[config.mk]
export PLATFORM = sky130hd
export DESIGN_NAME = tmc_regs
export DESIGN_NICKNAME = d
export VERILOG_FILES = /design/src/hdl/tmc_pkg.sv /design/src/hdl/tmc_regs.sv
export SDC_FILE = /design/constraint.sdc
export NUM_CORES = 1
export LEC_CHECK = 0
export BUFFER_PORTS_ARGS = -buffer_cell sky130_fd_sc_hd__buf_2
export CAP_MARGIN = 10
export CORE_AREA = 2 2 163 165
export DETAILED_ROUTE_END_ITERATION = 16
export DIE_AREA = 0 0 165 167
export PLACE_DENSITY = 0.49
export SYNTH_ARGS = -nofsm -noshare
export SYNTH_HDL_FRONTEND = slang
export SYNTH_SLANG_ARGS = --single-unit
[constraint.sdc]
create_clock -name clk_sys -period 5.7 [get_ports clk_sys]
set_input_delay 0.57 -clock clk_sys [delete_from_list [all_inputs] [get_ports clk_sys]]
set_output_delay 0.57 -clock clk_sys [all_outputs]
set_load 0.02 [all_outputs]
[src/hdl/tmc_pkg.sv]
package tmc_pkg;
    // ------------------------------------------------------------
    // Register offsets
    // ------------------------------------------------------------
    localparam logic [5:0] TMC_ADDR_FEC_PREAMBLE = 6'h13;
    localparam logic [5:0] TMC_ADDR_SPACING_MANT = 6'h14;
    localparam logic [5:0] TMC_ADDR_DEVIATION = 6'h15;
    localparam logic [5:0] TMC_ADDR_SM_CONFIG = 6'h17;
    // ------------------------------------------------------------
    // Field positions
    // ------------------------------------------------------------
    localparam int TMC_FEC_BIT = 7;
    localparam int TMC_PRE_LSB = 4;
    localparam int TMC_SPCE_LSB = 0;
    localparam int TMC_DEVE_LSB = 4;
    localparam int TMC_DEVM_LSB = 0;
    localparam int TMC_TXOFF_LSB = 0;
    // ------------------------------------------------------------
    // Reset values and implicit mantissa offsets
    // ------------------------------------------------------------
    localparam logic TMC_RST_FEC = 1'h0;
    localparam logic [2:0] TMC_RST_PRE = 3'h2;
    localparam logic [1:0] TMC_RST_SPCE = 2'h2;
    localparam logic [7:0] TMC_RST_SPCM = 8'hF8;
    localparam logic [2:0] TMC_RST_DEVE = 3'h4;
    localparam logic [2:0] TMC_RST_DEVM = 3'h7;
    localparam logic [1:0] TMC_RST_TXOFF = 2'h0;
    localparam logic [15:0] TMC_SPC_IMPLICIT = 16'h0100;
    localparam logic [15:0] TMC_DEV_IMPLICIT = 16'h0008;
    // ------------------------------------------------------------
    // Types
    // ------------------------------------------------------------
    typedef enum logic [1:0] {
        TMC_TXOFF_IDLE,
        TMC_TXOFF_SYNTH_STBY,
        TMC_TXOFF_STAY_TX,
        TMC_TXOFF_UNUSED
    } tmc_txoff_t;

    typedef struct packed {
        logic wr;
        logic rd;
        logic [5:0] addr;
        logic [7:0] wdata;
    } tmc_req_t;

    typedef struct packed {
        logic error_correction_enable;
        logic [2:0] preamble_code;
        logic [1:0] spacing_exponent;
        logic [7:0] spacing_mantissa;
        logic [2:0] deviation_exponent;
        logic [2:0] deviation_mantissa;
        logic [1:0] post_transmit_state;
    } tmc_cfg_t;
endpackage : tmc_pkg

[src/hdl/tmc_regs.sv]
`timescale 1ns/10ps
// Functional notes
// - FEC enable bit codes payload with interleaving
// - Preamble code selects 2..24 minimum bytes
// - Spacing = fxosc/2^18*(256+M)*2^E
// - Offset = spacing*channel added to base
// - FSK deviation = fxosc/2^17*(8+M)*2^E
// - MSK uses deviation mantissa as phase fraction
// - Post-transmit field picks idle/standby/stay transmitting
// - State config bits 7:2 reserved, read zero
module tmc_regs
    import tmc_pkg::*;
#(
    parameter int CHANNEL_W = 8
) (
    input wire logic clk_sys,
    input wire logic reset_n,
    input wire tmc_req_t req,
    input wire logic [CHANNEL_W-1:0] channel_number,
    input wire logic msk_selected,
    input wire logic packet_done,
    output logic [7:0] rdata,
    output tmc_cfg_t cfg,
    output logic [4:0] preamble_bytes,
    output logic [15:0] spacing_scaled,
    output logic [CHANNEL_W+15:0] channel_offset,
    output logic [15:0] deviation_scaled,
    output logic [2:0] msk_phase_fraction,
    output tmc_txoff_t next_state
);
    // ------------------------------------------------------------
    // Decode
    // ------------------------------------------------------------
    logic fec_reg;
    logic [2:0] pre_reg;
    logic [1:0] spce_reg;
    logic [7:0] spcm_reg;
    logic [2:0] deve_reg;
    logic [2:0] devm_reg;
    logic [1:0] txoff_reg;
    logic [7:0] rdata_next;
    logic [4:0] pre_bytes_next;
    logic [15:0] spacing_next;
    logic [CHANNEL_W+15:0] offset_next;
    logic [15:0] dev_next;
    tmc_txoff_t state_next;

    function automatic logic hit(input tmc_req_t r, input logic [5:0] a);
        hit = r.wr && (r.addr == a);
    endfunction : hit

    function automatic logic [4:0] preamble_len(input logic [2:0] code);
        case (code)
            3'h0: preamble_len = 5'h02;
            3'h1: preamble_len = 5'h03;
            3'h2: preamble_len = 5'h04;
            3'h3: preamble_len = 5'h06;
            3'h4: preamble_len = 5'h08;
            3'h5: preamble_len = 5'h0C;
            3'h6: preamble_len = 5'h10;
            default: preamble_len = 5'h18;
        endcase
    endfunction : preamble_len

    wire wr_fp = hit(req, TMC_ADDR_FEC_PREAMBLE);
    wire wr_sm = hit(req, TMC_ADDR_SPACING_MANT);
    wire wr_dv = hit(req, TMC_ADDR_DEVIATION);
    wire wr_sc = hit(req, TMC_ADDR_SM_CONFIG);
    wire addr_mapped = (req.addr == TMC_ADDR_FEC_PREAMBLE) || (req.addr == TMC_ADDR_SPACING_MANT)
        || (req.addr == TMC_ADDR_DEVIATION) || (req.addr == TMC_ADDR_SM_CONFIG);
    wire [21:0] field_bits = {fec_reg, pre_reg, spce_reg, spcm_reg, deve_reg, devm_reg, txoff_reg};

    // Reserved positions are simply not stored, so they read zero
    always_comb begin
        case (req.addr)
            TMC_ADDR_FEC_PREAMBLE: rdata_next = {fec_reg, pre_reg, 2'h0, spce_reg};
            TMC_ADDR_SPACING_MANT: rdata_next = spcm_reg;
            TMC_ADDR_DEVIATION: rdata_next = {1'h0, deve_reg, 1'h0, devm_reg};
            TMC_ADDR_SM_CONFIG: rdata_next = {6'h00, txoff_reg};
            default: rdata_next = 8'h00;
        endcase
    end

    // ------------------------------------------------------------
    // Arithmetic, in units of fxosc/2^18 and fxosc/2^17
    // ------------------------------------------------------------
    wire [15:0] spc_base = TMC_SPC_IMPLICIT + {8'h00, spcm_reg};
    wire [15:0] dev_base = TMC_DEV_IMPLICIT + {13'h0000, devm_reg};
    assign spacing_next = spc_base << spce_reg;
    assign offset_next = spacing_scaled * channel_number;
    assign dev_next = dev_base << deve_reg;
    assign pre_bytes_next = preamble_len(pre_reg);
    // Code 3 is not supported; treat as idle rather than a receive state
    assign state_next = (txoff_reg == 2'h3) ? TMC_TXOFF_IDLE : tmc_txoff_t'(txoff_reg);

    // ------------------------------------------------------------
    // Registers
    // ------------------------------------------------------------
    // Modulator word: FEC enable, preamble code, spacing exponent
    always_ff @(posedge clk_sys or negedge reset_n) begin
        if (!reset_n) begin
            fec_reg <= TMC_RST_FEC;
        end else if (wr_fp) begin
            fec_reg <= req.wdata[TMC_FEC_BIT];
        end
    end

    always_ff @(posedge clk_sys or negedge reset_n) begin
        if (!reset_n) begin
            pre_reg <= TMC_RST_PRE;
        end else if (wr_fp) begin
            pre_reg <= req.wdata[TMC_PRE_LSB +: 3];
        end
    end

    always_ff @(posedge clk_sys or negedge reset_n) begin
        if (!reset_n) begin
            spce_reg <= TMC_RST_SPCE;
        end else if (wr_fp) begin
            spce_reg <= req.wdata[TMC_SPCE_LSB +: 2];
        end
    end

    // Spacing mantissa word, all eight bits stored
    always_ff @(posedge clk_sys or negedge reset_n) begin
        if (!reset_n) begin
            spcm_reg <= TMC_RST_SPCM;
        end else if (wr_sm) begin
            spcm_reg <= req.wdata;
        end
    end

    // Deviation word; bits 7 and 3 have no storage, so they read zero
    always_ff @(posedge clk_sys or negedge reset_n) begin
        if (!reset_n) begin
            deve_reg <= TMC_RST_DEVE;
        end else if (wr_dv) begin
            deve_reg <= req.wdata[TMC_DEVE_LSB +: 3];
        end
    end

    always_ff @(posedge clk_sys or negedge reset_n) begin
        if (!reset_n) begin
            devm_reg <= TMC_RST_DEVM;
        end else if (wr_dv) begin
            devm_reg <= req.wdata[TMC_DEVM_LSB +: 3];
        end
    end

    // State machine word; only the low two bits exist here
    always_ff @(posedge clk_sys or negedge reset_n) begin
        if (!reset_n) begin
            txoff_reg <= TMC_RST_TXOFF;
        end else if (wr_sc) begin
            txoff_reg <= req.wdata[TMC_TXOFF_LSB +: 2];
        end
    end

    // ------------------------------------------------------------
    // Outputs
    // ------------------------------------------------------------
    // Every output is a flop; derived values lag the fields by one cycle, channel_offset by two
    wire [7:0] rd_word = req.rd ? rdata_next : 8'h00;
    wire [15:0] dev_word = msk_selected ? 16'h0000 : dev_next;
    wire [2:0] frac_word = msk_selected ? devm_reg : 3'h0;

    always_ff @(posedge clk_sys or negedge reset_n) begin
        if (!reset_n) begin
            rdata <= 8'h00;
        end else begin
            rdata <= rd_word;
        end
    end

    always_ff @(posedge clk_sys or negedge reset_n) begin
        if (!reset_n) begin
            cfg <= '0;
        end else begin
            cfg <= tmc_cfg_t'(field_bits);
        end
    end

    always_ff @(posedge clk_sys or negedge reset_n) begin
        if (!reset_n) begin
            preamble_bytes <= 5'h00;
        end else begin
            preamble_bytes <= pre_bytes_next;
        end
    end

    always_ff @(posedge clk_sys or negedge reset_n) begin
        if (!reset_n) begin
            spacing_scaled <= 16'h0000;
        end else begin
            spacing_scaled <= spacing_next;
        end
    end

    // Built from the registered spacing, so it trails it by one more cycle
    always_ff @(posedge clk_sys or negedge reset_n) begin
        if (!reset_n) begin
            channel_offset <= '0;
        end else begin
            channel_offset <= offset_next;
        end
    end

    always_ff @(posedge clk_sys or negedge reset_n) begin
        if (!reset_n) begin
            deviation_scaled <= 16'h0000;
        end else begin
            deviation_scaled <= dev_word;
        end
    end

    always_ff @(posedge clk_sys or negedge reset_n) begin
        if (!reset_n) begin
            msk_phase_fraction <= 3'h0;
        end else begin
            msk_phase_fraction <= frac_word;
        end
    end

    // Holds between packets so a late field write cannot disturb a running exit
    always_ff @(posedge clk_sys or negedge reset_n) begin
        if (!reset_n) begin
            next_state <= TMC_TXOFF_IDLE;
        end else if (packet_done) begin
            next_state <= state_next;
        end
    end
endmodule : tmc_regs

==> impl_metrics.json <==
{
  "area_growth_pct": 16.3,
  "synth_commonest_cells": "dfrtp_1, inv_1, and2_1, fa_1, ha_1",
  "clk_pin_slew_worst_paths_ns": 0.07,
  "synth_area_leaders": "dfrtp_1, fa_1, ha_1, and2_1, inv_1",
  "reg_top3": "cfg x22, channel_offset x22, spacing_scaled x12",
  "run_status": "complete, no violations",
  "use_met3": 0.0339,
  "rsz0062_at_grt": "no",
  "ios": 124,
  "routed_via_density": 4.30,
  "cts_buffers": 9,
  "drtIter0Drc": 253,
  "cts_buffer_depth": 2,
  "grt-ovfl-total": 0,
  "drc": 0,
  "fin_worst_skew_ns": 0.00885,
  "yosysWarnings": 0,
  "synth-async-reset-ratio": 1.00,
  "fmax_mhz": 215,
  "wirelength_um": 16700,
  "die_area_sq_um": 27600,
  "hold_viol": 0,
  "p_leak_nw": 4.26,
  "critPathRequiredTime_ns": 5.94,
  "critPathCaptureType": "flop",
  "hold_path.class": "in2async",
  "max-slew-margin-rel": 0.386,
  "core_sq_um": 25800,
  "crit_arrival_ns": 4.88,
  "fin_crit_ns": 4.64,
  "gr-max-usage-layer": "met2",
  "cp_max_fo": 9,
  "ctsResizeCount": 0,
  "report.final.setup_viol": 0,
  "gr-usage-met2": 0.202,
  "ys_ff_latch": 107,
  "first_global_vias": 4906,
  "cap_viol_max_count": 0,
  "root_buffer": "clkbuf_16",
  "nNetsFinal": 883,
  "post-route-period-util": 0.814,
  "yosysSeqAreaShare": 0.379,
  "r2r-start": "spacing_scaled[8]$_DFF_PN0_",
  "syn_avg_cell_area_sq_um": 10.9,
  "start_util": 0.275,
  "synth_top_cell_area_share": 0.339,
  "synthesis.area_sq_um": 7090,
  "firstDrtPassIters": 4,
  "timing.setup.tns_ns": 0,
  "worst_pin_slew_ns": 0.921,
  "clkLatencyLatePin_ns": 0.37,
  "vias": 4692,
  "synth.most_common_cell": "dfrtp_1",
  "synth_flop_cell": "dfrtp_1",
  "synth-edff-count": 0,
  "power_density_nw_per_um2": 377,
  "yosysTopAreaCell": "dfrtp_1",
  "grt_pass1_wl_um": 27400,
  "dpl_cell_area_sq_um": 7950,
  "met1_usage": 0.176,
  "hpwl_um": 12600,
  "critical_path_class": "reg2reg",
  "cts_num_sinks": 107,
  "crit_path_start_kind": "flop",
  "ctsHoldBuffers": 0,
  "place.gp.congestion": 0.760,
  "ir_worst_vdd_uv": 208,
  "std_cell_rows": 59,
  "postCtsSetupRepairBufs": 0,
  "antenna_left": 0,
  "h-tree-depth": 3,
  "cp-startpoint": "spacing_scaled[8]$_DFF_PN0_",
  "port-buffer-count": 112,
  "fillCellCount": 2681,
  "fp.dieW_um": 165,
  "drv_slew": 0,
  "synthCells": 649,
  "synth_cell_types": 59,
  "grtUsageTotal": 0.129,
  "antenna_found_initial": 1,
  "drive_above_1_share": 0.238,
  "grt_max_degree": 70,
  "cts_tree": "yes",
  "finish.instance_area_sq_um": 8250,
  "post_drt_wl_per_cell_um": 15.3,
  "fp.dieH_um": 167
}
-- cells by family after synthesis --
| logic type | Yosys count | share of synthesized area |
|---|---|---|
| AO/OA/AOI/OAI | 70 | 0.0718 |
| XOR/XNOR | 14 | 0.0173 |
| adder cells (fa/ha/maj) | 104 | 0.247 |
| buffers and inverters | 117 | 0.0690 |
| flip-flops | 107 | 0.379 |
| multiplexers | 43 | 0.0683 |
| other | 1 | 0.000529 |
| AND/OR/NAND/NOR | 193 | 0.147 |
-- final timing paths --
path                                           endpoint  slack, ns  cells past startpoint
max reg2reg                channel_offset[15]$_DFF_PN0_       1.06                     13
max                        channel_offset[15]$_DFF_PN0_       1.06                     13
min reg2reg                           cfg[18]$_DFF_PN0_       0.44                      0
min in group clk_sys            spcm_reg[3]$_DFFE_PN1P_       0.44                      2
min                        channel_offset[17]$_DFF_PN0_       0.27                      1
max in group asynchronous       spcm_reg[5]$_DFFE_PN1P_       4.26                      2
-- metal layers --
layer / share of wire / vias to the layer above
met5: 0.00078 / -
met4: 0.0098 / 2
met3: 0.058 / 12
met2: 0.47 / 107
met1: 0.46 / 2312
li1: - / 2259
-- cell type report --
| cell class | count | area (sq um) | share of cell area |
|---|---|---|---|
| inverters | 85 | 319 | 0.0387 |
| well taps | 335 | 419 | 0.0508 |
| clock buffers | 9 | 225 | 0.0273 |
| repair buffers | 113 | 571 | 0.0692 |
| clock inverters | 7 | 72.6 | 0.00880 |
| diodes | 1 | 2.50 | 0.000303 |
| flip-flops and latches | 107 | 2690 | 0.326 |
| multi-input cells | 435 | 3950 | 0.479 |
-- cell usage in the layout (no fill, tap or decap), types with 3 or more instances in the layout --
cell type	instances
a211oi_1	3
a21o_1	6
a21oi_1	19
and2_1	81
buf_2	111
clkbuf_16	9
conb_1	11
dfrtp_1	96
dfstp_2	11
fa_1	60
ha_1	44
inv_1	85
mux2_2	23
mux2i_1	18
nand2_1	38
nand2b_1	7
nand3_1	4
nand4_1	3
nor2_1	33
nor2b_1	7
nor3_1	4
nor3b_1	3
o21ai_0	13
xnor2_1	6
xor2_1	8
-- through the flow --
| stage | utilization | power [mW] | instances | setup WS [ns] | hold slack, ns |
|---|---|---|---|---|---|
| 4_1_cts | 0.320 | 3.18 | 1091 | 1.02 | 0.367 |
| 2_1_floorplan | - | 2.13 | 659 | 1.07 | 0.274 |
| 3_3_place_gp | 0.309 | 2.52 | 1075 | 0.823 | 0.426 |
| 3_5_place_dp | 0.309 | 2.51 | 1075 | 0.809 | 0.432 |
| 6_report | 0.320 | 3.11 | 1092 | 1.06 | 0.270 |
| 5_1_grt | 0.320 | 3.42 | 1091 | 0.761 | 0.378 |
-- report_power, final --
part	switching (mW)	leakage, nW	internal, mW
Clock	0.328	0.146	0.309
Combinational	0.875	2.74	0.579
Sequential	0.120	1.38	0.903
-- worst max-delay path: stages (launching register included) --
cell,delay (ns)
dfrtp_1,0.51
and2_1,0.24
fa_1,0.51
fa_1,0.50
fa_1,0.49
inv_1,0.05
fa_1,0.53
inv_1,0.04
ha_1,0.38
a21oi_1,0.19
o21ai_0,0.18
o41ai_1,0.56
a21oi_1,0.17
xor2_1,0.17
Note: power is estimated with default switching activity, not from simulation.
